**config.mk**
```make
export PLATFORM = sky130hd
export DESIGN_NAME = fifo_host_ctrl
export DESIGN_NICKNAME = d
export VERILOG_FILES = /design/src/verilog/fifo_host_pkg.sv /design/src/verilog/word_buffer.sv /design/src/verilog/fifo_host_ctrl.sv
export SDC_FILE = /design/constraint.sdc
export NUM_CORES = 1
export LEC_CHECK = 0
export BUFFER_PORTS_ARGS = -buffer_cell sky130_fd_sc_hd__buf_4
export CORE_MARGIN = 8
export CORE_UTILIZATION = 30
export CTS_CLUSTER_SIZE = 16
export DETAILED_ROUTE_END_ITERATION = 8
export GPL_ROUTABILITY_DRIVEN = 1
export PLACE_DENSITY_LB_ADDON = 0.2
export SYNTH_ARGS = -nofsm -noshare
export SYNTH_HDL_FRONTEND = slang
export SYNTH_SLANG_ARGS = --single-unit
```
**constraint.sdc**
```tcl
create_clock -name clk -period 2.2 [get_ports clk]
set_input_delay 0.11 -clock clk [delete_from_list [all_inputs] [get_ports clk]]
set_output_delay 0.11 -clock clk [all_outputs]
set_load 0.02 [all_outputs]
```
**src/verilog/fifo_host_pkg.sv**
```systemverilog
package fifo_host_pkg;
   // ------------------------------------------------------------
   // Widths and depths
   // ------------------------------------------------------------
   localparam int WORD_BITS = 4;
   localparam int STACK_DEPTH = 14;
   localparam int DEVICE_WORDS = 64;
   localparam int BUF_DEPTH = 4;
   // ------------------------------------------------------------
   // Timing
   // ------------------------------------------------------------
   localparam int CLK_PERIOD_PS = 4000;
   localparam int STROBE_HALF_NS = 100;
   localparam int STROBE_HALF_CYC =
      (STROBE_HALF_NS * 1000 + CLK_PERIOD_PS - 1) / CLK_PERIOD_PS;
   localparam int SERIAL_BITS = 4;
   localparam logic [2:0] BIT_CNT_RESET = 3'h0;

   typedef struct packed {
      logic [WORD_BITS-1:0] data;
   } word_t;

   typedef enum logic [5:0] {
      IN_IDLE = 6'h01,
      IN_LOAD = 6'h02,
      IN_SHIFT_HI = 6'h04,
      IN_SHIFT_LO = 6'h08,
      IN_WAIT_FULL = 6'h10,
      IN_RELEASE = 6'h20
   } in_state_t;

   typedef enum logic [4:0] {
      OUT_IDLE = 5'h01,
      OUT_REQ = 5'h02,
      OUT_TAKE = 5'h04,
      OUT_SHIFT_HI = 5'h08,
      OUT_SHIFT_LO = 5'h10
   } out_state_t;
endpackage

```
**src/verilog/word_buffer.sv**
```systemverilog
`timescale 1ns/1ps
module word_buffer #(
   parameter int WIDTH = 4,
   parameter int DEPTH = 4
) (
   // Clock and reset
   input wire logic clk,
   input wire logic rst,
   // Fill side
   input wire logic inValid,
   output logic inReady,
   input wire logic [WIDTH-1:0] inData,
   // Drain side
   output logic outValid,
   input wire logic outReady,
   output logic [WIDTH-1:0] outData
);
   localparam int AW = $clog2(DEPTH);
   initial begin
      if (DEPTH < 2 || (1 << AW) != DEPTH) begin
         $error("word_buffer depth must be a power of two");
      end
   end

   logic [WIDTH-1:0] mem [DEPTH];
   logic [AW:0] wrPtr, rdPtr, next_wrPtr, next_rdPtr;
   logic push, pop;

   always_comb begin
      inReady = (wrPtr - rdPtr) != (AW+1)'(DEPTH);
      outValid = wrPtr != rdPtr;
      push = inValid && inReady;
      pop = outValid && outReady;
      next_wrPtr = push ? wrPtr + 1'b1 : wrPtr;
      next_rdPtr = pop ? rdPtr + 1'b1 : rdPtr;
      outData = mem[rdPtr[AW-1:0]];
   end

   always_ff @(posedge clk) begin
      if (rst) begin
         wrPtr <= '0;
         rdPtr <= '0;
      end else begin
         wrPtr <= next_wrPtr;
         rdPtr <= next_rdPtr;
      end
      if (push) begin
         mem[wrPtr[AW-1:0]] <= inData;
      end
   end
endmodule // word_buffer

```
**src/verilog/fifo_host_ctrl.sv**
```systemverilog
// Notes on behaviour
// - Host keeps serial-in strobe low in parallel mode, load low in serial.
// - Host keeps serial-out strobe low in parallel extraction; ties serial select.
// - Host holds serial-out strobe low while a new word is loaded.
// - Chained devices give sixty-three words each plus one.
// - Row master ties serial enable low; slaves chain from input-full.
// - Most significant output-empty drives all serial-select inputs in a row.
`timescale 1ns/1ps
module fifo_host_ctrl #(
   parameter int WORD_BITS = fifo_host_pkg::WORD_BITS,
   parameter int BUF_DEPTH = fifo_host_pkg::BUF_DEPTH,
   parameter bit SERIAL_IN = 1'b0,
   parameter bit SERIAL_OUT = 1'b0
) (
   // Clock and reset
   input wire logic clk,
   input wire logic rst,
   // Write side from user
   input wire logic wrValid,
   output logic wrReady,
   input wire fifo_host_pkg::word_t wrWord,
   // Read side to user
   output logic rdValid,
   input wire logic rdReady,
   output fifo_host_pkg::word_t rdWord,
   // Device input pins
   output logic parallelLoad,
   output logic serialInStrobe,
   output logic serialInEnable,
   output logic transferToStack,
   output logic masterReset_n,
   output logic [WORD_BITS-1:0] parallelDataIn,
   output logic serialDataIn,
   input wire logic inputFullFlag,
   // Device output pins
   output logic transferOutParallel,
   output logic transferOutSerial,
   output logic serialOutStrobe,
   output logic serialOutEnable,
   input wire logic outputEmptyFlag,
   input wire logic [WORD_BITS-1:0] parallelDataOut,
   input wire logic serialDataOut
);
   initial begin
      if (WORD_BITS != fifo_host_pkg::WORD_BITS) begin
         $error("fifo_host_ctrl word width must match the device");
      end
   end

   // ------------------------------------------------------------
   // Pin synchronisers
   // ------------------------------------------------------------
   logic [WORD_BITS+2:0] syncA, syncB;
   always_ff @(posedge clk) begin
      syncA <= {inputFullFlag, outputEmptyFlag, serialDataOut, parallelDataOut};
      syncB <= syncA;
   end
   logic fullHigh, emptyHigh, qsBit;
   logic [WORD_BITS-1:0] qWord;
   assign {fullHigh, emptyHigh, qsBit, qWord} = syncB;

   // ------------------------------------------------------------
   // Input buffer
   // ------------------------------------------------------------
   logic bufValid, bufTake;
   logic [WORD_BITS-1:0] bufData;
   word_buffer #(.WIDTH(WORD_BITS), .DEPTH(BUF_DEPTH)) word_buffer_inst (
      .clk(clk),
      .rst(rst),
      .inValid(wrValid),
      .inReady(wrReady),
      .inData(wrWord.data),
      .outValid(bufValid),
      .outReady(bufTake),
      .outData(bufData)
   );

   // ------------------------------------------------------------
   // Strobe pacing, one enable per half period
   // ------------------------------------------------------------
   logic [7:0] divCnt, next_divCnt;
   logic tick;
   always_comb begin
      tick = divCnt == 8'(fifo_host_pkg::STROBE_HALF_CYC - 1);
      next_divCnt = tick ? 8'h00 : divCnt + 8'h01;
   end
   always_ff @(posedge clk) begin
      divCnt <= rst ? 8'h00 : next_divCnt;
   end

   // ------------------------------------------------------------
   // Input side
   // ------------------------------------------------------------
   fifo_host_pkg::in_state_t inState, next_inState;
   logic [WORD_BITS-1:0] inShift, next_inShift;
   logic [2:0] inCnt, next_inCnt;
   logic loadPin, next_loadPin, cpsiPin, next_cpsiPin;

   always_comb begin
      next_inState = inState;
      next_inShift = inShift;
      next_inCnt = inCnt;
      next_loadPin = loadPin;
      next_cpsiPin = cpsiPin;
      bufTake = 1'b0;
      case (inState)
         fifo_host_pkg::IN_IDLE: begin
            // Input-full high means the register is free
            if (tick && fullHigh && bufValid) begin
               bufTake = 1'b1;
               next_inShift = bufData;
               next_inCnt = fifo_host_pkg::BIT_CNT_RESET;
               if (SERIAL_IN) begin
                  next_inState = fifo_host_pkg::IN_SHIFT_HI;
               end else begin
                  next_loadPin = 1'b1;
                  next_inState = fifo_host_pkg::IN_LOAD;
               end
            end
         end
         fifo_host_pkg::IN_LOAD: begin
            if (tick && !fullHigh) begin
               next_inState = fifo_host_pkg::IN_RELEASE;
            end
         end
         fifo_host_pkg::IN_SHIFT_HI: begin
            if (tick) begin
               next_cpsiPin = 1'b1;
               // Data moves on the rising strobe so it is steady at the fall
               if (inCnt != fifo_host_pkg::BIT_CNT_RESET) begin
                  next_inShift = inShift >> 1;
               end
               next_inState = fifo_host_pkg::IN_SHIFT_LO;
            end
         end
         fifo_host_pkg::IN_SHIFT_LO: begin
            if (tick) begin
               // Falling edge counts the bit just sent, LSB first
               next_cpsiPin = 1'b0;
               next_inCnt = inCnt + 3'h1;
               next_inState = (inCnt == 3'(fifo_host_pkg::SERIAL_BITS - 1)) ?
                  fifo_host_pkg::IN_WAIT_FULL : fifo_host_pkg::IN_SHIFT_HI;
            end
         end
         fifo_host_pkg::IN_WAIT_FULL: begin
            if (tick && !fullHigh) begin
               next_inState = fifo_host_pkg::IN_RELEASE;
            end
         end
         fifo_host_pkg::IN_RELEASE: begin
            // Load must drop before the device reinitializes
            if (tick) begin
               next_loadPin = 1'b0;
               next_inState = fifo_host_pkg::IN_IDLE;
            end
         end
         default: next_inState = fifo_host_pkg::IN_IDLE;
      endcase
   end

   always_ff @(posedge clk) begin
      if (rst) begin
         inState <= fifo_host_pkg::IN_IDLE;
         inShift <= '0;
         inCnt <= fifo_host_pkg::BIT_CNT_RESET;
         loadPin <= 1'b0;
         cpsiPin <= 1'b0;
      end else begin
         inState <= next_inState;
         inShift <= next_inShift;
         inCnt <= next_inCnt;
         loadPin <= next_loadPin;
         cpsiPin <= next_cpsiPin;
      end
   end

   // Strobe stays low during parallel load, load low during serial
   assign parallelLoad = loadPin && !cpsiPin;
   assign serialInStrobe = cpsiPin && !loadPin;
   assign serialInEnable = 1'b0;
   // Automatic entry: transfer as soon as the register is full
   assign transferToStack = fullHigh;
   assign parallelDataIn = inShift;
   assign serialDataIn = inShift[0];
   assign masterReset_n = !rst;

   // ------------------------------------------------------------
   // Output side
   // ------------------------------------------------------------
   fifo_host_pkg::out_state_t outState, next_outState;
   logic topPin, next_topPin, cpsoPin, next_cpsoPin;
   logic [WORD_BITS-1:0] outShift, next_outShift;
   logic [2:0] outCnt, next_outCnt;
   logic holdValid, next_holdValid;
   logic [WORD_BITS-1:0] holdWord, next_holdWord;

   always_comb begin
      next_outState = outState;
      next_topPin = topPin;
      next_cpsoPin = cpsoPin;
      next_outShift = outShift;
      next_outCnt = outCnt;
      next_holdValid = holdValid && !rdReady;
      next_holdWord = holdWord;
      case (outState)
         fifo_host_pkg::OUT_IDLE: begin
            // Only ask for a word when the hold register is empty
            if (tick && !holdValid) begin
               next_topPin = 1'b1;
               next_outState = fifo_host_pkg::OUT_REQ;
            end
         end
         fifo_host_pkg::OUT_REQ: begin
            if (tick && emptyHigh) begin
               if (SERIAL_OUT) begin
                  next_topPin = 1'b0;
                  next_outCnt = fifo_host_pkg::BIT_CNT_RESET;
                  next_outShift = '0;
                  next_outState = fifo_host_pkg::OUT_SHIFT_HI;
               end else begin
                  next_holdWord = qWord;
                  next_outState = fifo_host_pkg::OUT_TAKE;
               end
            end
         end
         fifo_host_pkg::OUT_TAKE: begin
            if (tick) begin
               next_topPin = 1'b0;
               next_holdValid = 1'b1;
               next_outState = fifo_host_pkg::OUT_IDLE;
            end
         end
         fifo_host_pkg::OUT_SHIFT_HI: begin
            if (tick) begin
               next_outShift = {qsBit, outShift[WORD_BITS-1:1]};
               next_cpsoPin = 1'b1;
               next_outState = fifo_host_pkg::OUT_SHIFT_LO;
            end
         end
         fifo_host_pkg::OUT_SHIFT_LO: begin
            if (tick) begin
               next_cpsoPin = 1'b0;
               next_outCnt = outCnt + 3'h1;
               if (outCnt == 3'(fifo_host_pkg::SERIAL_BITS - 1)) begin
                  next_holdWord = outShift;
                  next_holdValid = 1'b1;
                  next_outState = fifo_host_pkg::OUT_IDLE;
               end else begin
                  next_outState = fifo_host_pkg::OUT_SHIFT_HI;
               end
            end
         end
         default: next_outState = fifo_host_pkg::OUT_IDLE;
      endcase
   end

   always_ff @(posedge clk) begin
      if (rst) begin
         outState <= fifo_host_pkg::OUT_IDLE;
         topPin <= 1'b0;
         cpsoPin <= 1'b0;
         outShift <= '0;
         outCnt <= fifo_host_pkg::BIT_CNT_RESET;
         holdValid <= 1'b0;
         holdWord <= '0;
      end else begin
         outState <= next_outState;
         topPin <= next_topPin;
         cpsoPin <= next_cpsoPin;
         outShift <= next_outShift;
         outCnt <= next_outCnt;
         holdValid <= next_holdValid;
         holdWord <= next_holdWord;
      end
   end

   assign transferOutParallel = topPin;
   // Single device: serial select low, strobe low while loading
   assign transferOutSerial = 1'b0;
   assign serialOutStrobe = cpsoPin && !topPin;
   assign serialOutEnable = 1'b0;
   assign rdValid = holdValid;
   assign rdWord.data = holdWord;
endmodule // fifo_host_ctrl

```
=== Yosys cells after proc, flatten, opt, wreduce, memory -nomap -nowiden ===
Memories as Yosys holds them, arrays and structs flattened. A register that Yosys moved wholly into a read port is not among the register bits.
Cells that the tools add are included.

* Memories kept: 1
* Input bits: 15
* RAM bits: 16
* Register bits after elaboration: 62
* Output and inout port bits: 20

* Multiplexer cells: 43
* Eq/ne operators: 28
* Reductions and logical operators: 39
* Add/sub/neg operators: 6

{| class="wikitable"
|+ Memories
! memory !! words !! width !! read ports !! clocked after Yosys merged registers in !! write ports !! RTL line !! text
|-
| word_buffer_inst.mem || 4 || 4 || 1 || 1 || 1 || word_buffer.sv:25 || <nowiki>logic [WIDTH-1:0] mem [DEPTH];</nowiki>
|}

{| class="wikitable"
|+ Operators with widths
! cell !! count
|-
| two-way mux 5 bit || 6
|-
| two-way mux 6 bit || 5
|-
| case mux 6 bit (5 select lines) || 1
|-
| two-way mux 4 bit || 7
|-
| case mux 5 bit (5 select lines) || 1
|-
| != test 2 bit, second input constant || 11
|-
| case mux 4 bit (2 select lines) || 2
|-
| AND reduction 3 bit || 5
|-
| nonzero test 2 bit || 7
|-
| adder 3 x 1 -> 3 bit, second input constant || 4
|-
| logical AND 1 bit || 11
|-
| two-way mux 1 bit || 11
|-
| case mux 1 bit (2 select lines) || 5
|-
| AND reduction 5 bit || 2
|-
| adder 8 x 1 -> 8 bit, second input constant || 1
|-
| == test 8 x 5 -> 1 bit, second input constant || 1
|-
| AND reduction 4 bit || 2
|-
| logical NOT 1 bit || 7
|-
| == test 3 x 2 -> 1 bit, second input constant || 2
|-
| == test 6 x 1 -> 1 bit, second input constant || 1
|-
| == test 6 x 2 -> 1 bit, second input constant || 1
|-
| == test 6 x 3 -> 1 bit, second input constant || 1
|-
| == test 6 x 4 -> 1 bit, second input constant || 1
|-
| == test 6 x 5 -> 1 bit, second input constant || 1
|-
| 16 further kinds || 20
|}

=== Longest topological paths before layout ===
Gate-level depths: netlist of run 1.

* Depth after elaboration: 8
* Gate-level depth with buffers: 9
* Mapped depth without buffers: 7

=== Modules after synthesis ===
Synthesis of run 1 repeated with hierarchy kept, for this count alone.

* Cell total of the unflattened synthesis: 344
* Area, all modules: 3507.1 um^2

{| class="wikitable"
|+ By module, submodules not included
! module !! area each (um^2) !! cells each !! instances !! seq. area each (um^2)
|-
| fifo_host_ctrl || 2446.1 || 273 || 1 || 1121.1
|-
| word_buffer || 1061.0 || 71 || 1 || 640.6
|}

=== Worst setup path before layout of run 1 ===
OpenSTA, ideal clock, no wires.

* Path kind: reg2reg
* Start: register divCnt[0]
* End: register outState[0]
* Clock period less this slack: 2.051 ns
* Setup time: 0.114 ns
* Path buffers: 2
* Data arrival time: 1.937 ns
* Cell stages (with the launch flop): 10
* Path slack: 0.149 ns
* Path through: dfxtp_1 -> inv_1 -> ha_1 -> or4b_4 -> or3_1 -> buf_6 -> buf_6 -> o21ai_0 -> nand3b_1 -> a21o_1

* Cells in the longest elaborated chain, start to end: 4
* Elaborated cells between the ends (all ways): 9

{| class="wikitable"
|+ Ends and longest elaborated chain
! what !! RTL line !! text
|-
| from (decl) || fifo_host_ctrl.sv:81 || <nowiki>logic [7:0] divCnt, next_divCnt;</nowiki>
|-
| from (signal assigned) || fifo_host_ctrl.sv:88 || <nowiki>divCnt <= rst ? 8'h00 : next_divCnt;</nowiki>
|-
| == test 8 x 5 -> 1 bit (*) || fifo_host_ctrl.sv:84 || <nowiki>tick = divCnt == 8'(fifo_host_pkg::STROBE_HALF_CYC - 1);</nowiki>
|-
| logical AND 1 bit (on tied branches) || fifo_host_ctrl.sv:214, fifo_host_ctrl.sv:208 ||
|-
| != test 2 bit (no line) || -- ||
|-
| AND reduction 5 bit (no line) (*) || -- ||
|-
| to (signal assigned) || fifo_host_ctrl.sv:259 || <nowiki>outState <= fifo_host_pkg::OUT_IDLE;</nowiki>
|-
| to (signal assigned) || fifo_host_ctrl.sv:267 || <nowiki>outState <= next_outState;</nowiki>
|-
| to (decl) || fifo_host_ctrl.sv:190 || <nowiki>fifo_host_pkg::out_state_t outState, next_outState;</nowiki>
|}

Mark *: on every way between the ends. The rest lies on a longest branch, timed or not.
A chain may end at the register's enable or synchronous reset.

=== Worst setup path in the final report of run 1 ===
* Start: register divCnt[1]
* End: register inState[5]

* Cells in the longest elaborated chain, start to end: 5
* Elaborated cells between the ends (all ways): 10

{| class="wikitable"
|+ Ends and longest elaborated chain
! what !! RTL line !! text
|-
| == test 8 x 5 -> 1 bit (*) || fifo_host_ctrl.sv:84 ||
|-
| logical AND 1 bit (2 in a row) || fifo_host_ctrl.sv:109 || <nowiki>if (tick && fullHigh && bufValid) begin</nowiki>
|-
| != test 2 bit (no line) || -- ||
|-
| AND reduction 5 bit (no line) (*) || -- ||
|-
| to (signal assigned) || fifo_host_ctrl.sv:163 || <nowiki>inState <= fifo_host_pkg::IN_IDLE;</nowiki>
|-
| to (signal assigned) || fifo_host_ctrl.sv:169 || <nowiki>inState <= next_inState;</nowiki>
|-
| to (decl) || fifo_host_ctrl.sv:94 || <nowiki>fifo_host_pkg::in_state_t inState, next_inState;</nowiki>
|}

Marks and branches as above.

==> results of run 1 <==
## final cells by class
class | instances | area, sq um | area share [%]
sequential | 80 | 1760 | 39.6
multi-input combinational | 240 | 1690 | 37.9
timing repair buffer | 56 | 464 | 10.4
clock buffer | 10 | 229 | 5.14
tap | 147 | 184 | 4.13
clock inverter | 6 | 68.8 | 1.54
inverter | 15 | 56.3 | 1.26
## where the power goes
| group | switching (mW) | internal [mW] |
|---|---|---|
| Clock | 0.591 | 0.884 |
| Combinational | 0.100 | 0.0954 |
| Sequential | 0.0209 | 1.54 |
| Total | 0.711 | 2.52 |
## critical path: stages (launching register included)
cell and delay [ns]:
sky130_fd_sc_hd__dfxtp_2 0.33, sky130_fd_sc_hd__inv_2 0.06, sky130_fd_sc_hd__ha_4 0.12, sky130_fd_sc_hd__or4b_4 0.46, sky130_fd_sc_hd__buf_6 0.13, sky130_fd_sc_hd__nor3_4 0.27, sky130_fd_sc_hd__o21ai_2 0.09, sky130_fd_sc_hd__or4_1 0.53
sky130_fd_sc_hd__a21oi_1 0.13
## routing by layer
metal	up-vias	share of wire [%]
met4	0	1.8
li1	1332	-
met5	-	0
met2	36	46
met1	1227	49
met3	8	3.3
## synth_stat cells (2+ instances only)
| master | n | area share, % |
|---|---|---|
| sky130_fd_sc_hd__o211ai_1 | 4 | 0.84 |
| sky130_fd_sc_hd__nor3_1 | 7 | 0.98 |
| sky130_fd_sc_hd__nand2_1 | 11 | 1.2 |
| sky130_fd_sc_hd__nand3_1 | 12 | 1.7 |
| sky130_fd_sc_hd__and2_1 | 4 | 0.70 |
| sky130_fd_sc_hd__mux4_2 | 4 | 2.5 |
| sky130_fd_sc_hd__xnor2_1 | 8 | 2.0 |
| sky130_fd_sc_hd__a211oi_1 | 4 | 0.84 |
| sky130_fd_sc_hd__o2111ai_1 | 2 | 0.49 |
| sky130_fd_sc_hd__and3_1 | 4 | 0.70 |
| sky130_fd_sc_hd__inv_1 | 15 | 1.6 |
| sky130_fd_sc_hd__nor2b_1 | 9 | 1.6 |
| sky130_fd_sc_hd__a21oi_1 | 13 | 1.8 |
| sky130_fd_sc_hd__or4_1 | 2 | 0.42 |
| sky130_fd_sc_hd__nor2_1 | 56 | 5.9 |
| sky130_fd_sc_hd__xor2_1 | 10 | 2.5 |
| sky130_fd_sc_hd__buf_4 | 4 | 0.84 |
| sky130_fd_sc_hd__o21a_1 | 3 | 0.63 |
| sky130_fd_sc_hd__o21ai_0 | 10 | 1.4 |
| sky130_fd_sc_hd__clkbuf_1 | 13 | 1.4 |
| sky130_fd_sc_hd__mux2i_1 | 14 | 3.9 |
| sky130_fd_sc_hd__or3_1 | 2 | 0.35 |
| sky130_fd_sc_hd__buf_6 | 2 | 0.63 |
| sky130_fd_sc_hd__dfxtp_1 | 64 | 36 |
| sky130_fd_sc_hd__nand3b_1 | 3 | 0.63 |
| sky130_fd_sc_hd__nand4_1 | 3 | 0.53 |
| sky130_fd_sc_hd__edfxtp_1 | 16 | 13 |
| sky130_fd_sc_hd__a22oi_1 | 3 | 0.63 |
| sky130_fd_sc_hd__nor4_1 | 4 | 0.70 |
| sky130_fd_sc_hd__ha_1 | 14 | 4.9 |
| sky130_fd_sc_hd__mux2_2 | 4 | 1.3 |
| sky130_fd_sc_hd__a21o_1 | 2 | 0.42 |
| sky130_fd_sc_hd__o31ai_1 | 3 | 0.63 |
## sequential cells by signal (all words and copies together), names as in the netlist, 3 cells and up, named ones only
register	cells
syncB	7
inCnt	3
syncA	7
word_buffer_inst.rdPtr	3
rdWord	4
word_buffer_inst.mem	16
outShift	4
outCnt	3
word_buffer_inst.wrPtr	3
outState	5
inState	6
parallelDataIn	4
divCnt	8
## path summary, 6_finish.rpt
| path | startpoint | endpoint | cells after the start |
|---|---|---|---|
| max | divCnt[1]$_SDFF_PP0_ | inState[5]$_SDFFE_PP0P_ | 8 |
| min | rdReady | rdValid$_SDFF_PP0_ | 4 |
| max reg2reg | divCnt[1]$_SDFF_PP0_ | inState[5]$_SDFFE_PP0P_ | 8 |
| min reg2reg | syncA[2]$_DFF_P_ | syncB[2]$_DFF_P_ | 0 |
## repair_timing
item | 4_1_cts | 5_1_grt
hold buffers | 11 | 0
buffers inserted | 0 | 4
endpoints found under the setup margin | 0 | 19
hold endpoints to repair | 23 | 0
gates resized for setup | 0 | 14
## stage by stage
stage                     setup TNS (ns)  hold WS [ns]  utilization [%]  instance area, sq um  worst slack (ns)
after floorplan                        0         0.138                -                  3570             0.149
after global placement                 0         0.214             33.5                  3960            0.0753
after detailed placement               0         0.216             33.5                  3960            0.0116
after CTS                              0        0.0927             37.0                  4370            0.0102
after global routing              -0.154        0.0917             37.7                  4450           -0.0666
final                                  0         0.101             37.7                  4450          0.000722
## cell families (layout without fill, tap and decap cells)
kind of cell | after synthesis | count (layout) | synth area share [%]
fa+ha+maj | 14 | 14 | 4.92
compound gates | 54 | 54 | 10.5
mux | 22 | 22 | 7.72
flops | 80 | 80 | 49.4
simple gates | 129 | 129 | 18.5
other cells | 1 | 3 | 0.105
buf+inv | 34 | 87 | 4.42
xor+xnor | 18 | 18 | 4.42
==> results.md, run 1 <==
* Number of fillers in the final layout at 1210
* GR Util met2 at 14.8%
* Later-pin clock latency in the skew report at 0.33 ns
* Total clock buffers created by CTS at 9
* Vias in the first global route at 2556
* Data arrival time of the critical path at 2.45 ns
* Total Die Area at 15600 sq um
* TritonCTS clock tree: done
* Clock-pin slew on the worst setup and hold paths at 0.06 ns
* Antenna violations before repair at 0
* Die H at 125 microns
* Post-synth EDFFs at 16
* Post-layout total power at 3.23 mW
* #FFs+latches synth at 80
* Overflow left after global routing at 0
* Most frequently used flop master after synthesis: sky130_fd_sc_hd__dfxtp_1
* HPWL after DPL at 5.06 mm
* Total instance count after detailed placement at 523
* Iteration count of the initial detailed-routing pass at 4
* Setup repair after global routing missed its margin: true
* Clock H-tree levels at 3
* Number of cells in the finished layout apart from fillers at 554
* Global-route wire length before repair at 12.3 mm
* IO Pins at 35
* Power per cell area at 725 nW/um^2
* Synth Warn # at 0
* Share of cells above drive strength 1 at 21.1%
* Met1 track demand over resource in global routing at 12.0%
* DRC marker count from the first detailed-route iteration at 137
* Worst min-delay path class: in2reg
* Sequential cell area fraction in the yosys report at 49.4%
* Vias after detailed routing at 2603
* Area growth from synthesis to final layout at 25.0%
* Maximum number of pins on one net before global-route repair at 41
* Master cell of the clock root buffer: sky130_fd_sc_hd__clkbuf_16
* Number of pins with negative max-slew slack in the final report at 0
* CP endpoint kind: flip-flop
* Sort of element at the start of the critical path: flip-flop
* Worst Path Required at 2.46 ns
* Reg2reg setup slack at 0.0007 ns
* Status: finished clean
* Max_slew headroom at 59.1%
* Count of inserted antenna diode cells at 0
* Hold Vio Cnt, Final at 0
* Highest ir drop seen on vdd at 0.000279 V
* Share of flip-flops with an asynchronous set or reset at 0%
* Met3 routing resource usage after global routing at 2.63%
* Overall fraction of global-route tracks in use at 9.57%
* Placer's final routability congestion estimate at 0.764
* Area of the mapped netlist at 3560 sq um
* DRC violations left at 0
* Total number of placement rows at 40
* Post-route ant nets at 0
* Count of endpoints failing setup in the final report at 0
* Per-cell via count in the routed design at 4.70
* GRT Max-Usage Layer: met2
* Total core area at 11800 sq um
* Fraction of the cycle the final worst path needs at 100%
* Number of nets in the final layout at 431
* Maximum net fanout on the critical path at 5
* Critical path class: reg2reg
* Post-route minimum period at 2.20 ns
* Highest Clock Rate at 0.455 GHz
* Final wirelength at 7.12 mm
* Number of input and output port buffers inserted at 31
* Most common cell after layout, fill and taps aside: sky130_fd_sc_hd__dfxtp_1
* Sink count of the clock tree at 80
* Number of library cell types mapped by synthesis at 56
* Lkg Pwr at 1.69 nW
* Mean instance size in the synthesized netlist at 10.1 sq um
* Clock skew after layout at 0.00671 ns
* Width of the die at 125 microns
* Post-synthesis cell count at 352
* Detailed-route wire length per cell at 12.9 microns
* Initial standard-cell utilization of the core at 30.2%
* Most used cells in the layout excluding fill and tap cells: sky130_fd_sc_hd__dfxtp_1 (62), sky130_fd_sc_hd__nor2_1 (56), sky130_fd_sc_hd__buf_4 (43)
* Maximum Capacitance Violations at 0
* Number of buffers on the longest clock path at 2
* Actual transition at the worst max-transition pin at 0.607 ns
Note: power is estimated with default switching activity, not from simulation.
==> run 2, diff against run 1 <==
CORE_ASPECT_RATIO = 1.25   (was default)
==> results.md, run 2 (synthesized netlist as in run 1, its figures left out) <==
* TritonCTS clock tree: done
* Worst min-delay path class: in2reg
* Iteration count of the initial detailed-routing pass at 6 (+2)
* Number of fillers in the final layout at 1167 (-3.6%)
* Actual transition at the worst max-transition pin at 0.599 ns (-0.00784 ns)
* Initial standard-cell utilization of the core at 30.7% (+0.51 points)
* Global-route wire length before repair at 11.9 mm (-3.5%)
* Fraction of the cycle the final worst path needs at 96.5% (-3.5 points)
* Final worst hold slack at 0.0900 ns (-0.0113 ns)
* Die H at 138 microns (+10%)
* CP endpoint kind: flip-flop
* Later-pin clock latency in the skew report at 0.33 ns (about the same)
* Most common cell after layout, fill and taps aside: sky130_fd_sc_hd__dfxtp_1
* DRC violations left at 0 (unchanged)
* Clock H-tree levels at 3 (unchanged)
* Most used cells in the layout excluding fill and tap cells: sky130_fd_sc_hd__dfxtp_1 (63), sky130_fd_sc_hd__nor2_1 (56), sky130_fd_sc_hd__buf_4 (40)
* Area growth from synthesis to final layout at 23.3%
* Vias in the first global route at 2501 (-2.2%)
* Total Die Area at 15600 sq um (+0.14%)
* Master cell of the clock root buffer: sky130_fd_sc_hd__clkbuf_16
* Max_slew headroom at 59.7% (+0.58 points)
* Critical path class: reg2reg
* HPWL after DPL at 5.16 mm (+2.0%)
* Hold Vio Cnt, Final at 0 (unchanged)
* Post-layout instance area at 4400 sq um (-1.3%)
* Antenna violations before repair at 0 (unchanged)
* Number of nets in the final layout at 427 (-0.93%)
* Count of inserted antenna diode cells at 0 (unchanged)
* Total clock buffers created by CTS at 9 (unchanged)
* Cell area after placement at 3970 sq um (+0.25%)
* Final wirelength at 7.12 mm (about the same)
* Lkg Pwr at 1.66 nW (-1.7%)
* IO Pins at 35 (unchanged)
* Worst Path Required at 2.41 ns (-0.05 ns)
* Maximum number of pins on one net before global-route repair at 41 (unchanged)
* Highest ir drop seen on vdd at 0.000478 V (+71%)
* Width of the die at 113 microns (-9.2%)
* Maximum net fanout on the critical path at 12 (+7)
* Detailed-route wire length per cell at 12.6 microns (-1.8%)
* Vias after detailed routing at 2596 (-0.27%)
* Per-cell via count in the routed design at 4.60 (-2.0%)
* Clock skew after layout at 0.00424 ns (-0.00247 ns)
* Setup repair after global routing missed its margin: true
* Sink count of the clock tree at 80 (unchanged)
* Overall fraction of global-route tracks in use at 9.57% (about the same)
* Pre-CTS setup slack at 0.0501 ns (+0.0385 ns)
* Total number of placement rows at 44 (+10%)
* Highest Clock Rate at 0.471 GHz (+3.6%)
* DRC marker count from the first detailed-route iteration at 117 (-15%)
* Number of input and output port buffers inserted at 31 (unchanged)
* Post-route ant nets at 0 (unchanged)
* Data arrival time of the critical path at 2.33 ns (-0.12 ns)
* Sort of element at the start of the critical path: flip-flop
* Share of cells above drive strength 1 at 19.1% (-2.0 points)
* Placer's final routability congestion estimate at 0.793 (+3.7%)
* Overflow left after global routing at 0 (unchanged)
* Number of pins with negative max-slew slack in the final report at 0 (unchanged)
* Clock-pin slew on the worst setup and hold paths at 0.06 ns (about the same)
* Power per cell area at 709 nW/um^2 (-2.1%)
* Worst setup slack after layout at 0.0767 ns (+0.0759 ns)
* Count of endpoints failing setup in the final report at 0 (unchanged)
* CP cell instances: inv_1, ha_1, or4b_4, or3_4, buf_12, nor2_4, mux2i_1, nor2_1
* Number of cells in the finished layout apart from fillers at 564 (+1.8%)
* Maximum Capacitance Violations at 0 (unchanged)
* Slowest stage cell, crit path: sky130_fd_sc_hd__or4b_4
* Number of buffers on the longest clock path at 2 (unchanged)
* Post-route minimum period at 2.12 ns (-0.0759 ns)
* Status: finished clean
* Peak per-stage delay on the critical path at 0.48 ns (-0.05 ns)
* Max FFs per register at 16 (unchanged)
* Total instance count after detailed placement at 536 (+2.5%)
* Total core area at 11600 sq um (-1.7%)
run 2: cell types whose count changed in the layout (fill, tap and decap cells not counted), moves of 2 or more:
cell / previous run / this run
sky130_fd_sc_hd__clkinv_4: 2 / 4
sky130_fd_sc_hd__inv_1: 13 / 15
sky130_fd_sc_hd__nor4_2: 2 / 0
sky130_fd_sc_hd__nor4_1: 2 / 4
sky130_fd_sc_hd__buf_4: 43 / 40
sky130_fd_sc_hd__inv_2: 2 / 0
run 2: routing by layer:
metal  vias to the layer above  track usage (%)  part of all wire, %
li1                       1331                -                    -
met1                      1222             11.6                   48
met2                        33             15.4                   48
met3                        10             2.09                  2.6
met4                         0             5.56                  1.9
met5                         -                0                    0
run 2: path summary, 6_finish.rpt:
| path | endpoint | start | slack (ns) | cells past startpoint |
|---|---|---|---|---|
| max | outShift[3]$_SDFFE_PP0P_ | divCnt[1]$_SDFF_PP0_ | 0.08 | 8 |
| min reg2reg | syncB[2]$_DFF_P_ | syncA[2]$_DFF_P_ | 0.33 | 0 |
| max reg2reg | outShift[3]$_SDFFE_PP0P_ | divCnt[1]$_SDFF_PP0_ | 0.08 | 8 |
| min | rdValid$_SDFF_PP0_ | rdReady | 0.09 | 4 |
run 2: where the power goes:
group	internal [mW]	switching, mW	total [mW]
clock network	0.773	0.607	1.38
logic	0.0837	0.0970	0.181
registers	1.54	0.0198	1.56
total	2.39	0.724	3.12
run 2: timing repair:
item	CTS	global route
buffers inserted	0	1
endpoints found under the hold margin	23	0
hold buffers	11	0
resized for setup	0	6
endpoints found under the setup margin	0	12
run 2: layout make-up:
cell class	instances	area (sq um)	area share [%]
repair buffers	52	430	9.79
flip-flops and latches	80	1760	40.1
clock inverters	7	56.3	1.28
inverters	15	56.3	1.28
well taps	161	201	4.58
clock buffers	9	225	5.12
multi-input cells	240	1660	37.8
run 2: worst max-delay path: cells and delay by family (launching register included):
family	cells	cell delay, ns
AND/OR/NAND/NOR	4	1.09
buffers and inverters	2	0.21
multiplexers	1	0.20
flip-flops	1	0.33
adder cells (fa/ha/maj)	1	0.15
run 2: metrics by stage:
step	TNS [ns]	power (mW)	utilization, %
2_1_floorplan	0	1.70	-
3_3_place_gp	0	1.75	34.2
3_5_place_dp	0	1.75	34.2
4_1_cts	0	3.18	37.6
5_1_grt	-0.110	3.26	37.8
6_report	0	3.12	37.8
